## config.mk

```make
export PLATFORM = sky130hd
export DESIGN_NAME = spm_pin_mux
export DESIGN_NICKNAME = d
export VERILOG_FILES = /design/src/common/spm_pkg.sv /design/src/spm_pin_sync.sv /design/src/spm_pin_mux.sv
export VERILOG_INCLUDE_DIRS = /design/src /design/src/common
export SDC_FILE = /design/constraint.sdc
export NUM_CORES = 1
export LEC_CHECK = 0
export BUFFER_PORTS_ARGS = -buffer_cell sky130_fd_sc_hd__buf_2
export CORE_AREA = 2 2 108 110
export DETAILED_ROUTE_END_ITERATION = 12
export DIE_AREA = 0 0 110 112
export PLACE_DENSITY = 0.82
export SYNTH_ARGS = -nofsm -noshare
export SYNTH_HDL_FRONTEND = slang
export SYNTH_SLANG_ARGS = --single-unit
```

## constraint.sdc

```tcl
create_clock -name SYS_CLK -period 3.9 [get_ports SYS_CLK]
set_input_delay 0.39 -clock SYS_CLK [delete_from_list [all_inputs] [get_ports SYS_CLK]]
set_output_delay 0.39 -clock SYS_CLK [all_outputs]
set_load 0.01 [all_outputs]
```

## src/common/spm_cfg.svh

```systemverilog
// Constants of the serial port pin multiplexer
//
// Contract
// - After reset every serial port pin is a general-purpose input.
// - In general-purpose mode a pin's direction follows its direction bit.
// - Control bit set hands the pin to its serial peripheral; ports C, D, E.
// - Control pin zero: async receive clock; sync transmitter 1 or flag 0.
// - Control pin one: async receive frame sync; sync transmitter 2 or flag 1.
// - Control pin two: shared frame sync in sync, transmit only in async.
// - Frame sync pin drives internal sync as output, accepts external as input.
// - Bit clock pin clocks both directions in sync, transmitter only in async.
// - Receive data pin feeds the sync port receive shift register.
// - Transmit data pin is driven from the transmit shift register.
// - Async receive pin feeds the async port receive shift register.
// - Async transmit pin outputs the async transmit data register.
// - Async clock pin is input or output clock for transmitter and receiver.
// - In stop, pins keep configuration; inputs ignored, outputs tri-stated.
// - Entering wait leaves every serial port pin unchanged.
`ifndef SPM_CFG_SVH
`define SPM_CFG_SVH

// Register byte addresses
`define SPM_C_CTRL_ADDR   12'h000
`define SPM_C_DIR_ADDR    12'h004
`define SPM_C_DATA_ADDR   12'h008
`define SPM_D_CTRL_ADDR   12'h00C
`define SPM_D_DIR_ADDR    12'h010
`define SPM_D_DATA_ADDR   12'h014
`define SPM_E_CTRL_ADDR   12'h018
`define SPM_E_DIR_ADDR    12'h01C
`define SPM_E_DATA_ADDR   12'h020
`define SPM_PIN_ADDR      12'h024
`define SPM_MODE_ADDR     12'h028

// Field positions in the mode register
`define SPM_MODE_C_ASYNC  0
`define SPM_MODE_D_ASYNC  1
`define SPM_MODE_STOP     2

// Reset values: all pins general-purpose inputs
`define SPM_CTRL_RST      6'h00
`define SPM_DIR_RST       6'h00
`define SPM_DATA_RST      6'h00
`define SPM_MODE_RST      3'h0

// Timing: least external bit clock period in system phases
`define SPM_MIN_CLK_PHASES 6

`endif

```

## src/common/spm_pkg.sv

```systemverilog
// Types of the serial port pin multiplexer
package spm_pkg;
	typedef enum logic [1:0] {
		SPM_IDLE_type_S = 2'b01,
		SPM_DATA_type_S = 2'b10
	} spm_bus_state_type;
endpackage

```

## src/spm_pin_sync.sv

```systemverilog
// Two-flip-flop synchroniser for a bank of pin inputs
module spm_pin_sync #(
	parameter int WIDTH = 6
) (
	input  wire logic             clk,
	input  wire logic             rst,
	input  wire logic [WIDTH-1:0] din,
	output logic      [WIDTH-1:0] dout
);
	logic [WIDTH-1:0] meta_q;
	logic [WIDTH-1:0] meta_d;
	logic [WIDTH-1:0] sync_q;
	logic [WIDTH-1:0] sync_d;

	// Next values of the two stages
	always_comb
	begin
		meta_d = din;
		sync_d = meta_q;
	end

	// Register both stages
	always_ff @(posedge clk)
	begin
		if (rst)
		begin
			meta_q <= '0;
			sync_q <= '0;
		end
		else
		begin
			meta_q <= meta_d;
			sync_q <= sync_d;
		end
	end

	assign dout = sync_q;
endmodule

```

## src/spm_pin_mux.sv

```systemverilog
// Serial port pin multiplexer with AHB-Lite register slave
//
// Chosen here: the register offsets and the AHB-Lite slave port.
`include "spm_cfg.svh"
module spm_pin_mux
	import spm_pkg::*;
#(
	parameter int NPIN = 6,
	parameter int NPIN_E = 3
) (
	input  wire logic              SYS_CLK,
	input  wire logic              RST,
	// AHB-Lite slave
	input  wire logic              HSEL,
	input  wire logic [11:0]       HADDR,
	input  wire logic [1:0]        HTRANS,
	input  wire logic              HWRITE,
	input  wire logic [2:0]        HSIZE,
	input  wire logic [31:0]       HWDATA,
	input  wire logic              HREADY,
	output logic      [31:0]       HRDATA,
	output logic                   HREADYOUT,
	output logic                   HRESP,
	// Processor power state
	input  wire logic              STOP_MODE,
	input  wire logic              WAIT_MODE,
	// Pins of ports C, D, E
	input  wire logic [NPIN-1:0]   PORTC_IN,
	output logic      [NPIN-1:0]   PORTC_OUT,
	output logic      [NPIN-1:0]   PORTC_OE,
	input  wire logic [NPIN-1:0]   PORTD_IN,
	output logic      [NPIN-1:0]   PORTD_OUT,
	output logic      [NPIN-1:0]   PORTD_OE,
	input  wire logic [NPIN_E-1:0] PORTE_IN,
	output logic      [NPIN_E-1:0] PORTE_OUT,
	output logic      [NPIN_E-1:0] PORTE_OE,
	// Sync serial port 0 peripheral side
	input  wire logic              P0_TX1_OUT,
	input  wire logic              P0_FS_OUT,
	input  wire logic              P0_FS_OE,
	input  wire logic              P0_CTRL_ONE_OUT,
	input  wire logic              P0_CTRL_ZERO_OE,
	input  wire logic              P0_CTRL_ONE_OE,
	input  wire logic              P0_CLK_OUT,
	input  wire logic              P0_CLK_OE,
	input  wire logic              P0_TX_DATA,
	input  wire logic              P0_TX_ACTIVE,
	output logic                   P0_RX_CLK_IN,
	output logic                   P0_RX_FS_IN,
	output logic                   P0_TX_FS_IN,
	output logic                   P0_TX_CLK_IN,
	output logic                   P0_RX_DATA_IN,
	// Sync serial port 1 peripheral side
	input  wire logic              P1_TX1_OUT,
	input  wire logic              P1_FS_OUT,
	input  wire logic              P1_FS_OE,
	input  wire logic              P1_CTRL_ONE_OUT,
	input  wire logic              P1_CTRL_ZERO_OE,
	input  wire logic              P1_CTRL_ONE_OE,
	input  wire logic              P1_CLK_OUT,
	input  wire logic              P1_CLK_OE,
	input  wire logic              P1_TX_DATA,
	input  wire logic              P1_TX_ACTIVE,
	output logic                   P1_RX_CLK_IN,
	output logic                   P1_RX_FS_IN,
	output logic                   P1_TX_FS_IN,
	output logic                   P1_TX_CLK_IN,
	output logic                   P1_RX_DATA_IN,
	// Async serial port peripheral side
	input  wire logic              A_TX_DATA,
	input  wire logic              A_CLK_OUT,
	input  wire logic              A_CLK_OE,
	output logic                   A_RX_DATA_IN,
	output logic                   A_CLK_IN
);
	localparam logic [1:0] HTRANS_NONSEQ = 2'h2;
	localparam logic [1:0] HTRANS_SEQ    = 2'h3;

	// Register state
	logic [NPIN-1:0]   c_ctrl_q, c_ctrl_d, c_dir_q, c_dir_d;
	logic [NPIN-1:0]   c_dat_q, c_dat_d;
	logic [NPIN-1:0]   d_ctrl_q, d_ctrl_d, d_dir_q, d_dir_d;
	logic [NPIN-1:0]   d_dat_q, d_dat_d;
	logic [NPIN_E-1:0] e_ctrl_q, e_ctrl_d, e_dir_q, e_dir_d;
	logic [NPIN_E-1:0] e_dat_q, e_dat_d;
	logic [2:0]        mode_q, mode_d;
	// Bus state
	spm_bus_state_type state_q, state_d;
	logic [11:0]       addr_q, addr_d;
	logic              wr_q, wr_d;
	logic [31:0]       rdata_q, rdata_d;
	// Pin output and peripheral input state
	logic [NPIN-1:0]   c_out_q, c_out_d, c_oe_q, c_oe_d;
	logic [NPIN-1:0]   d_out_q, d_out_d, d_oe_q, d_oe_d;
	logic [NPIN_E-1:0] e_out_q, e_out_d, e_oe_q, e_oe_d;
	logic [4:0]        p0_in_q, p0_in_d, p1_in_q, p1_in_d;
	logic [1:0]        a_in_q, a_in_d;
	// Synchronised pin levels
	logic [NPIN-1:0]   c_sync, d_sync;
	logic [NPIN_E-1:0] e_sync;
	logic [NPIN-1:0]   c_lat_q, c_lat_d, d_lat_q, d_lat_d;
	logic [NPIN_E-1:0] e_lat_q, e_lat_d;

	// All pin inputs pass two flops before use
	spm_pin_sync #(.WIDTH(NPIN)) u_sync_c (
		.clk  (SYS_CLK),
		.rst  (RST),
		.din  (PORTC_IN),
		.dout (c_sync)
	);
	spm_pin_sync #(.WIDTH(NPIN)) u_sync_d (
		.clk  (SYS_CLK),
		.rst  (RST),
		.din  (PORTD_IN),
		.dout (d_sync)
	);
	spm_pin_sync #(.WIDTH(NPIN_E)) u_sync_e (
		.clk  (SYS_CLK),
		.rst  (RST),
		.din  (PORTE_IN),
		.dout (e_sync)
	);

	// One sync serial port's pin outputs and enables
	function automatic logic [2*NPIN-1:0] sync_port_pins(
		input logic [NPIN-1:0] ctrl,
		input logic [NPIN-1:0] dir,
		input logic [NPIN-1:0] dat,
		input logic            async_md,
		input logic            tx1,
		input logic            c1_out,
		input logic            c0_oe,
		input logic            c1_oe,
		input logic            fs,
		input logic            fs_oe,
		input logic            ck,
		input logic            ck_oe,
		input logic            txd,
		input logic            tx_act
	);
		logic [NPIN-1:0] per_out;
		logic [NPIN-1:0] per_oe;
		per_out = '0;
		per_oe = '0;
		// Pin 0: async rx clock, sync tx1 or flag 0
		per_out[0] = tx1;
		per_oe[0] = c0_oe;
		// Pin 1: async rx frame sync, sync tx2 or flag 1
		per_out[1] = c1_out;
		per_oe[1] = c1_oe;
		// Pin 2: internal frame sync when output
		per_out[2] = fs;
		per_oe[2] = fs_oe;
		// Pin 3: bit clock in or out
		per_out[3] = ck;
		per_oe[3] = ck_oe;
		// Pin 4 receive data is input only
		// Pin 5 driven only while transmitting
		per_out[5] = txd;
		per_oe[5] = tx_act;
		// Bit n of control and direction governs pin n
		return {(ctrl & per_out) | (~ctrl & dat),
			(ctrl & per_oe) | (~ctrl & dir)};
	endfunction

	// AHB-Lite address and data phase
	always_comb
	begin
		state_d = state_q;
		addr_d = addr_q;
		wr_d = wr_q;
		rdata_d = rdata_q;
		c_ctrl_d = c_ctrl_q;
		c_dir_d = c_dir_q;
		c_dat_d = c_dat_q;
		d_ctrl_d = d_ctrl_q;
		d_dir_d = d_dir_q;
		d_dat_d = d_dat_q;
		e_ctrl_d = e_ctrl_q;
		e_dir_d = e_dir_q;
		e_dat_d = e_dat_q;
		mode_d = mode_q;
		// Finish a write in its data phase
		if (state_q == SPM_DATA_type_S && wr_q)
		begin
			if (addr_q == `SPM_C_CTRL_ADDR)
				c_ctrl_d = HWDATA[NPIN-1:0];
			else if (addr_q == `SPM_C_DIR_ADDR)
				c_dir_d = HWDATA[NPIN-1:0];
			else if (addr_q == `SPM_C_DATA_ADDR)
				c_dat_d = HWDATA[NPIN-1:0];
			else if (addr_q == `SPM_D_CTRL_ADDR)
				d_ctrl_d = HWDATA[NPIN-1:0];
			else if (addr_q == `SPM_D_DIR_ADDR)
				d_dir_d = HWDATA[NPIN-1:0];
			else if (addr_q == `SPM_D_DATA_ADDR)
				d_dat_d = HWDATA[NPIN-1:0];
			else if (addr_q == `SPM_E_CTRL_ADDR)
				e_ctrl_d = HWDATA[NPIN_E-1:0];
			else if (addr_q == `SPM_E_DIR_ADDR)
				e_dir_d = HWDATA[NPIN_E-1:0];
			else if (addr_q == `SPM_E_DATA_ADDR)
				e_dat_d = HWDATA[NPIN_E-1:0];
			else if (addr_q == `SPM_MODE_ADDR)
				mode_d = HWDATA[2:0];
		end
		state_d = SPM_IDLE_type_S;
		// Take a new address phase
		if (HSEL && HREADY
			&& (HTRANS == HTRANS_NONSEQ || HTRANS == HTRANS_SEQ))
		begin
			state_d = SPM_DATA_type_S;
			addr_d = {HADDR[11:2], 2'b00};
			wr_d = HWRITE;
			rdata_d = 32'h0000_0000;
			if (HADDR[11:2] == `SPM_C_CTRL_ADDR >> 2)
				rdata_d[NPIN-1:0] = c_ctrl_d;
			else if (HADDR[11:2] == `SPM_C_DIR_ADDR >> 2)
				rdata_d[NPIN-1:0] = c_dir_d;
			else if (HADDR[11:2] == `SPM_C_DATA_ADDR >> 2)
				rdata_d[NPIN-1:0] = c_dat_d;
			else if (HADDR[11:2] == `SPM_D_CTRL_ADDR >> 2)
				rdata_d[NPIN-1:0] = d_ctrl_d;
			else if (HADDR[11:2] == `SPM_D_DIR_ADDR >> 2)
				rdata_d[NPIN-1:0] = d_dir_d;
			else if (HADDR[11:2] == `SPM_D_DATA_ADDR >> 2)
				rdata_d[NPIN-1:0] = d_dat_d;
			else if (HADDR[11:2] == `SPM_E_CTRL_ADDR >> 2)
				rdata_d[NPIN_E-1:0] = e_ctrl_d;
			else if (HADDR[11:2] == `SPM_E_DIR_ADDR >> 2)
				rdata_d[NPIN_E-1:0] = e_dir_d;
			else if (HADDR[11:2] == `SPM_E_DATA_ADDR >> 2)
				rdata_d[NPIN_E-1:0] = e_dat_d;
			else if (HADDR[11:2] == `SPM_PIN_ADDR >> 2)
				rdata_d[2*NPIN+NPIN_E-1:0] = {e_lat_q, d_lat_q, c_lat_q};
			else if (HADDR[11:2] == `SPM_MODE_ADDR >> 2)
				rdata_d[2:0] = mode_d;
		end
	end

	// Pin multiplexing and peripheral inputs
	always_comb
	begin
		logic stop;
		stop = mode_q[`SPM_MODE_STOP] | STOP_MODE;
		{c_out_d, c_oe_d} = sync_port_pins(c_ctrl_q, c_dir_q, c_dat_q,
			mode_q[`SPM_MODE_C_ASYNC], P0_TX1_OUT, P0_CTRL_ONE_OUT,
			P0_CTRL_ZERO_OE, P0_CTRL_ONE_OE, P0_FS_OUT, P0_FS_OE,
			P0_CLK_OUT, P0_CLK_OE, P0_TX_DATA, P0_TX_ACTIVE);
		{d_out_d, d_oe_d} = sync_port_pins(d_ctrl_q, d_dir_q, d_dat_q,
			mode_q[`SPM_MODE_D_ASYNC], P1_TX1_OUT, P1_CTRL_ONE_OUT,
			P1_CTRL_ZERO_OE, P1_CTRL_ONE_OE, P1_FS_OUT, P1_FS_OE,
			P1_CLK_OUT, P1_CLK_OE, P1_TX_DATA, P1_TX_ACTIVE);
		// Async port: pin 0 in, pin 1 out, pin 2 clock
		e_out_d = (e_ctrl_q & {A_CLK_OUT, A_TX_DATA, 1'b0})
			| (~e_ctrl_q & e_dat_q);
		e_oe_d = (e_ctrl_q & {A_CLK_OE, 1'b1, 1'b0})
			| (~e_ctrl_q & e_dir_q);
		// Input sampling frozen in stop, not in wait
		c_lat_d = stop ? c_lat_q : c_sync;
		d_lat_d = stop ? d_lat_q : d_sync;
		e_lat_d = stop ? e_lat_q : e_sync;
		// Stop: outputs tri-stated, config kept
		if (stop)
		begin
			c_oe_d = '0;
			d_oe_d = '0;
			e_oe_d = '0;
		end
		// Clock and frame sync routing by mode
		p0_in_d = {c_lat_d[4], c_lat_d[3],
			c_lat_d[2],
			mode_q[`SPM_MODE_C_ASYNC] ? c_lat_d[1] : c_lat_d[2],
			mode_q[`SPM_MODE_C_ASYNC] ? c_lat_d[0] : c_lat_d[3]};
		p1_in_d = {d_lat_d[4], d_lat_d[3],
			d_lat_d[2],
			mode_q[`SPM_MODE_D_ASYNC] ? d_lat_d[1] : d_lat_d[2],
			mode_q[`SPM_MODE_D_ASYNC] ? d_lat_d[0] : d_lat_d[3]};
		p0_in_d = p0_in_d & {5{c_ctrl_q[4] | ~c_ctrl_q[4]}};
		a_in_d = {e_lat_d[2], e_lat_d[0]};
		// Peripheral inputs gated by ownership; rx clock and frame sync pass if either of their two pins is owned
		p0_in_d = p0_in_d & {c_ctrl_q[4], c_ctrl_q[3], c_ctrl_q[2],
			c_ctrl_q[1] | c_ctrl_q[2], c_ctrl_q[0] | c_ctrl_q[3]};
		p1_in_d = p1_in_d & {d_ctrl_q[4], d_ctrl_q[3], d_ctrl_q[2],
			d_ctrl_q[1] | d_ctrl_q[2], d_ctrl_q[0] | d_ctrl_q[3]};
		a_in_d = a_in_d & {e_ctrl_q[2], e_ctrl_q[0]};
	end

	// Register all state; reset makes every pin an input
	always_ff @(posedge SYS_CLK)
	begin
		if (RST)
		begin
			state_q <= SPM_IDLE_type_S;
			addr_q <= 12'h000;
			wr_q <= 1'b0;
			rdata_q <= 32'h0000_0000;
			c_ctrl_q <= `SPM_CTRL_RST;
			c_dir_q <= `SPM_DIR_RST;
			c_dat_q <= `SPM_DATA_RST;
			d_ctrl_q <= `SPM_CTRL_RST;
			d_dir_q <= `SPM_DIR_RST;
			d_dat_q <= `SPM_DATA_RST;
			e_ctrl_q <= NPIN_E'(`SPM_CTRL_RST);
			e_dir_q <= NPIN_E'(`SPM_DIR_RST);
			e_dat_q <= NPIN_E'(`SPM_DATA_RST);
			mode_q <= `SPM_MODE_RST;
			c_out_q <= '0;
			c_oe_q <= '0;
			d_out_q <= '0;
			d_oe_q <= '0;
			e_out_q <= '0;
			e_oe_q <= '0;
			c_lat_q <= '0;
			d_lat_q <= '0;
			e_lat_q <= '0;
			p0_in_q <= '0;
			p1_in_q <= '0;
			a_in_q <= '0;
		end
		else
		begin
			state_q <= state_d;
			addr_q <= addr_d;
			wr_q <= wr_d;
			rdata_q <= rdata_d;
			c_ctrl_q <= c_ctrl_d;
			c_dir_q <= c_dir_d;
			c_dat_q <= c_dat_d;
			d_ctrl_q <= d_ctrl_d;
			d_dir_q <= d_dir_d;
			d_dat_q <= d_dat_d;
			e_ctrl_q <= e_ctrl_d;
			e_dir_q <= e_dir_d;
			e_dat_q <= e_dat_d;
			mode_q <= mode_d;
			c_out_q <= c_out_d;
			c_oe_q <= c_oe_d;
			d_out_q <= d_out_d;
			d_oe_q <= d_oe_d;
			e_out_q <= e_out_d;
			e_oe_q <= e_oe_d;
			c_lat_q <= c_lat_d;
			d_lat_q <= d_lat_d;
			e_lat_q <= e_lat_d;
			p0_in_q <= p0_in_d;
			p1_in_q <= p1_in_d;
			a_in_q <= a_in_d;
		end
	end

	// Outputs straight from flops; HREADYOUT and HRESP tied to constants
	assign HRDATA = rdata_q;
	assign HREADYOUT = 1'b1;
	assign HRESP = 1'b0;
	assign PORTC_OUT = c_out_q;
	assign PORTC_OE = c_oe_q;
	assign PORTD_OUT = d_out_q;
	assign PORTD_OE = d_oe_q;
	assign PORTE_OUT = e_out_q;
	assign PORTE_OE = e_oe_q;
	assign {P0_RX_DATA_IN, P0_TX_CLK_IN, P0_TX_FS_IN, P0_RX_FS_IN,
		P0_RX_CLK_IN} = p0_in_q;
	assign {P1_RX_DATA_IN, P1_TX_CLK_IN, P1_TX_FS_IN, P1_RX_FS_IN,
		P1_RX_CLK_IN} = p1_in_q;
	assign {A_CLK_IN, A_RX_DATA_IN} = a_in_q;
endmodule

```

# After elaboration in Yosys (flattened, before gate mapping)
# Index checks and enable logic that the tools add are counted.
[word_totals]
word_cells = 187
ff_bits = 163
out_inout_bits = 76
[classes]
bitwise = 29
reduce_logical = 7
n_eq_ne = 22
mux = 94
[ops]
columns = ["cell", "n"]
rows = [
  ["$mux 6", 33],
  ["$mux 3", 44],
  ["$eq 10x3->1 const B", 8],
  ["$mux 9", 6],
  ["$eq 10x4->1 const B", 5],
  ["$and 6x6->6", 8],
  ["$mux 12", 4],
  ["$eq 10x2->1 const B", 4],
  ["$or 6x6->6", 4],
  ["$eq 10x1->1 const B", 2],
  ["$and 3x3->3", 4],
  ["$logic_not 12->1", 1],
  ["$not 6->6", 2],
  ["$and 5x5->5", 2],
  ["$logic_not 10->1", 1],
  ["$mux 5", 2],
  ["$eq 2x2->1 const B", 3],
  ["$or 3x3->3", 2],
  ["$or 1x1->1", 5],
  ["$mux 1", 4],
  ["$logic_and 1x1->1", 3],
  ["$not 3->3", 1],
  ["$and 2x2->2", 1],
  ["$mux 2", 1],
  ["2 further kinds", 2],
]

# Depth between registers and ports, before layout
[logic_depth]
depth_word = 23
depth_mapped = 9

# By module
# From an unflattened synthesis, not the netlist that was laid out.
[unflattened]
cells_unflattened = 618
hier_area_um2 = 6338.6
[by_module_without_submodules]
columns = ["module", "n_inst", "area_per_inst_um2", "cells_each", "seq_area_each_um2"]
rows = [
  ["spm_pin_mux", 1, 5447.7, 556, 2662.6],
  ["spm_pin_sync (u_sync_c ...)", 2, 366.6, 25, 240.2],
  ["spm_pin_sync (u_sync_e)", 1, 157.7, 12, 120.1],
]

# Worst setup path before layout
# OpenSTA, ideal clock, no wires.
[synth_path]
path_kind = "register to register"
start = "reg addr_q[6]"
end = "reg rdata_q[0] (netlist: HRDATA[0])"
synth_period_minus_slack_ns = 2.442
path_slack_ns = 1.458
path_buffers = 0
t_arrival_ns = 2.320
stages_incl_launch_ff = 8
cell_sequence = "dfxtp_1 > or4_4 > or4_4 > nor2_8 > mux2_1 > o21ai_0 > a221oi_2 > a221o_1"
[synth_via]
elab_chain_cells = 23
[synth_lines]
columns = ["item", "line_no", "source"]
rows = [
  ["from (decl)", "spm_pin_mux.sv:89", "logic [11:0] addr_q, addr_d;"],
  ["from (signal assigned)", "spm_pin_mux.sv:324", "addr_q <= addr_d;"],
  ["$eq 10x4->1 (no source line)", "--", ""],
  ["$mux 3", "spm_pin_mux.sv:204", "else if (addr_q == `SPM_MODE_ADDR)"],
  ["$mux 3", "spm_pin_mux.sv:202", "else if (addr_q == `SPM_E_DATA_ADDR)"],
  ["$mux 3", "spm_pin_mux.sv:200", "else if (addr_q == `SPM_E_DIR_ADDR)"],
  ["$mux 3", "spm_pin_mux.sv:198", "else if (addr_q == `SPM_E_CTRL_ADDR)"],
  ["$mux 3", "spm_pin_mux.sv:196", "else if (addr_q == `SPM_D_DATA_ADDR)"],
  ["$mux 3", "spm_pin_mux.sv:194", "else if (addr_q == `SPM_D_DIR_ADDR)"],
  ["$mux 3", "spm_pin_mux.sv:192", "else if (addr_q == `SPM_D_CTRL_ADDR)"],
  ["[... 7 more ...]", "--", ""],
  ["$mux 3", "spm_pin_mux.sv:230", "else if (HADDR[11:2] == `SPM_E_DIR_ADDR >> 2)"],
  ["$mux 3", "spm_pin_mux.sv:228", "else if (HADDR[11:2] == `SPM_E_CTRL_ADDR >> 2)"],
  ["$mux 6", "spm_pin_mux.sv:226", "else if (HADDR[11:2] == `SPM_D_DATA_ADDR >> 2)"],
  ["$mux 6", "spm_pin_mux.sv:224", "else if (HADDR[11:2] == `SPM_D_DIR_ADDR >> 2)"],
  ["$mux 6", "spm_pin_mux.sv:222", "else if (HADDR[11:2] == `SPM_D_CTRL_ADDR >> 2)"],
  ["$mux 6", "spm_pin_mux.sv:220", "else if (HADDR[11:2] == `SPM_C_DATA_ADDR >> 2)"],
  ["$mux 6", "spm_pin_mux.sv:218", "else if (HADDR[11:2] == `SPM_C_DIR_ADDR >> 2)"],
  ["$mux 6 (*)", "spm_pin_mux.sv:216", "if (HADDR[11:2] == `SPM_C_CTRL_ADDR >> 2)"],
  ["to (signal assigned)", "spm_pin_mux.sv:326", "rdata_q <= rdata_d;"],
  ["to (decl)", "spm_pin_mux.sv:91", "logic [31:0] rdata_q, rdata_d;"],
]
# Every way passes the cells marked *; elsewhere a longest branch is shown, timed or not.
# A chain may end at the register's enable or synchronous reset.

# Worst setup path after layout
# Same ends and word-level chain as after synthesis.

==> results by group <==
Worst setup path
  – Worst path arrival time: 3160 ps
  – WP data required: 4220 ps
  – RR Endpoint: HRDATA[0]
  – Startpoint type of the worst setup path: register
  – R2R setup slack: 1050 ps
  – R2R depth: 7
  – Worst Path Max Fanout: 6
  – Crit path kind: reg -> reg
  – Worst setup EP type: register
  – Worst r2r src: addr_q[6]

Synth
  – Simple-gate portion of the synthesized area: 20.98%
  – Synth Register Bits: 163
  – Post-synthesis sequential area ratio: 52.98%
  – Compound-Gate Fraction of Synth Area: 9.303%
  – Unique cell type count in the Yosys netlist: 53
  – Proportion of synthesized area in mux cells: 12.29%
  – Syn Area/Cell: 9.983 sq um
  – Mapped Cells: 617
  – Synthesized area: 6160 sq um
  – Post-synth EDFFs: 0
  – Top cell type's share of synthesized area: 52.98%
  – Largest family of logic cells by synthesized area: simple AND/OR/NAND/NOR gates
  – Primary FF master, synth: dfxtp_1
  – Ys Warns: 0
  – Xor/xnor share of the synthesized area: 0%
  – Area leader, netlist: dfxtp_1
  – Area contributors post-synth: dfxtp_1 (53%), mux2i_1 (12%), nor2_1 (5.4%)
  – Async SR Flop Fraction: 0%
  – Post-synthesis adder-cell area fraction: 0%

STA
  – Worst setup margin: 1055 ps
  – Sum Neg Setup Slack: 0 ps
  – Final period utilization: 72.96%
  – Fin crit period: 2845 ps
  – RSZ-0062 raised after global routing: false
  – Least-Margin Pin Slew: 851.7 ps
  – Final Hold Fails: 0
  – Finish-stage setup viols: 0
  – Final Max Tran Viols: 0
  – Fmax: 351.4 MHz
  – Max transition margin: 43.22%
  – Worst Skew: 7.099 ps

Detailed routing
  – Avg WL per Cell: 18.13 um
  – Vias: 4,931
  – DRC viols: 0
  – DR vias/cell: 5.610
  – Total Wirelength: 15,940 um
  – 1st-iter DRT viols: 382
  – Post-DRT Antenna Nets: 0
  – DR pass1 iterations: 5

Power
  – Pleak: 0.003128 uW
  – Worst VDD drop: 0.2941 mV
  – Tot Pwr: 3598 uW
  – PwrDens: 486.7 nW/um^2

Floorplanning
  – DIE HEIGHT: 112 um
  – Die width: 110 um
  – I/O pin count: 170
  – Starting Density: 55.12%
  – Row count: 39
  – Core Footprint: 11,170 sq um
  – Area of the die: 12,320 sq um

Placement
  – Port bufs: 117
  – Pre-CTS setup slack: 1161 ps
  – Placed cell areas: 6768 sq um
  – Routability congestion estimate: 0.9497
  – Dpl hpwl: 11,200 um

Min path
  – Worst hold path class: in -> reg
  – HP Start: PORTE_IN[1]
  – Worst hold stages: 2
  – Hold endpoint: u_sync_e.meta_q[1]

Clock tree
  – CTS H-tree depth: 4
  – CTS root buf: clkbuf_16
  – Clk sinks: 163
  – Reg clk slew, reported paths: 60 ps
  – Num CTS Buffers: 17
  – Hold_buf cts: 0
  – Clock Latency Late Sink: 430 ps
  – Post-CTS sizing: 0
  – Clock Path Buffers: 2
  – Post-CTS Setup Inserts: 0
  – CTS tree: yes

Cells and area
  – Commonest non-fill, non-tap cell in the layout: dfxtp_1
  – NumNets Final: 818
  – Layout cells sized above 1: 22.28%
  – Fin util: 66.16%
  – Fin area: 7393 sq um
  – Most frequent cells in the layout: dfxtp_1 (163), buf_2 (116), nor2_1 (88)
  – P&R area growth vs syn: 20.03%
  – Antenna diodes: 0

Global route
  – First-pass GRT wire length: 24,780 um
  – Total Routing Usage GR: 27.13%
  – Largest net degree at the start of global routing: 75
  – Initial antenna violation count: 0
  – Vias in the first global route: 4,776
  – Congestion Overflow GR: 0

Status
  – Status: finished, final reports clean

Job
  – Max Cap Viol: 0
-- flip-flops by register name, indices dropped and copies added, names as in the netlist, 6 cells and up --
signal           count
addr_q              10
u_sync_c.dout        6
d_ctrl_q             6
d_lat_q              6
PORTD_OE             6
d_dat_q              6
PORTD_OUT            6
PORTC_OUT            6
d_dir_q              6
u_sync_c.meta_q      6
c_ctrl_q             6
c_lat_q              6
u_sync_d.meta_q      6
PORTC_OE             6
u_sync_d.dout        6
c_dir_q              6
HRDATA              15
c_dat_q              6
-- synth_stat cells (2+ instances only) --
cell / number
a2111oi_0: 5
a21boi_0: 2
a21oi_1: 19
a22o_1: 19
a22oi_1: 2
a31oi_1: 3
and2_1: 12
and3_1: 4
and3b_1: 6
and4_1: 2
buf_1: 2
buf_4: 19
clkbuf_1: 29
conb_1: 2
dfxtp_1: 163
mux2i_1: 73
nand2_1: 46
nand2b_1: 3
nand3_1: 5
nand4_1: 6
nor2_1: 88
nor2_8: 2
nor2b_1: 36
nor3_1: 6
nor3b_1: 7
nor4_1: 5
nor4b_1: 2
o2111ai_1: 3
o21ai_0: 8
o21ai_1: 7
o221ai_1: 7
or4_1: 2
or4_4: 2
-- worst max path at each step --
stage,from,to,slack [ps],cells past startpoint
2_1_floorplan,addr_q[6],HRDATA[0],1460,7
3_3_place_gp,addr_q[6],HRDATA[2],1270,7
3_5_place_dp,addr_q[6],HRDATA[0],1160,7
4_1_cts,addr_q[6],HRDATA[0],1130,7
5_1_grt,addr_q[6],HRDATA[5],840,6
6_report,addr_q[6],HRDATA[0],1050,7
-- stage by stage --
step / std cells / hold slack, ps
final: 879 / 169.0
after global routing: 879 / 164.4
after CTS: 879 / 156.6
after detailed placement: 848 / 422.0
after global placement: 848 / 416.9
after floorplan: 634 / 413.8
-- power breakdown --
part	internal [uW]	total [uW]	leakage, uW	switching, uW
clock	1090	1750	0.000297	664
combinational	52.6	146	0.00151	93.8
sequential	1690	1700	0.00132	9.90
total	2830	3600	0.00313	768
-- logic make-up (layout without fill, tap and decap cells) --
logic type / Yosys count / in the layout
other: 2 / 19
DFF: 163 / 163
buffers and inverters: 52 / 154
AOI/OAI and AO/OA: 81 / 81
and+or+nand+nor: 244 / 244
muxes: 75 / 75
-- final cells by class --
class | count | area [sq um]
fill | 888 | 3781
sequential | 163 | 3263
multi-input combinational | 419 | 2700
timing repair buffer | 121 | 618.1
clock buffer | 20 | 446.7
clock inverter | 11 | 178.9
tap | 143 | 178.9
inverter | 2 | 7.507
-- critical path, cell delays in order (launching register included) --
cell	delay (ps)
dfxtp_1	340
nor4_2	540
nand4_1	630
mux2i_1	510
a21oi_1	130
o211ai_1	120
o2111ai_1	140
a221o_1	330
-- layer usage --
metal  share of wire (%)  GRT usage (%)  wire [um]
met5                   0              0          0
met4                 2.6          12.07        421
met3                 7.7          7.084       1234
met2                  47          41.76       7505
met1                  43          35.55       6776
Power figures use the tool's default switching activity.
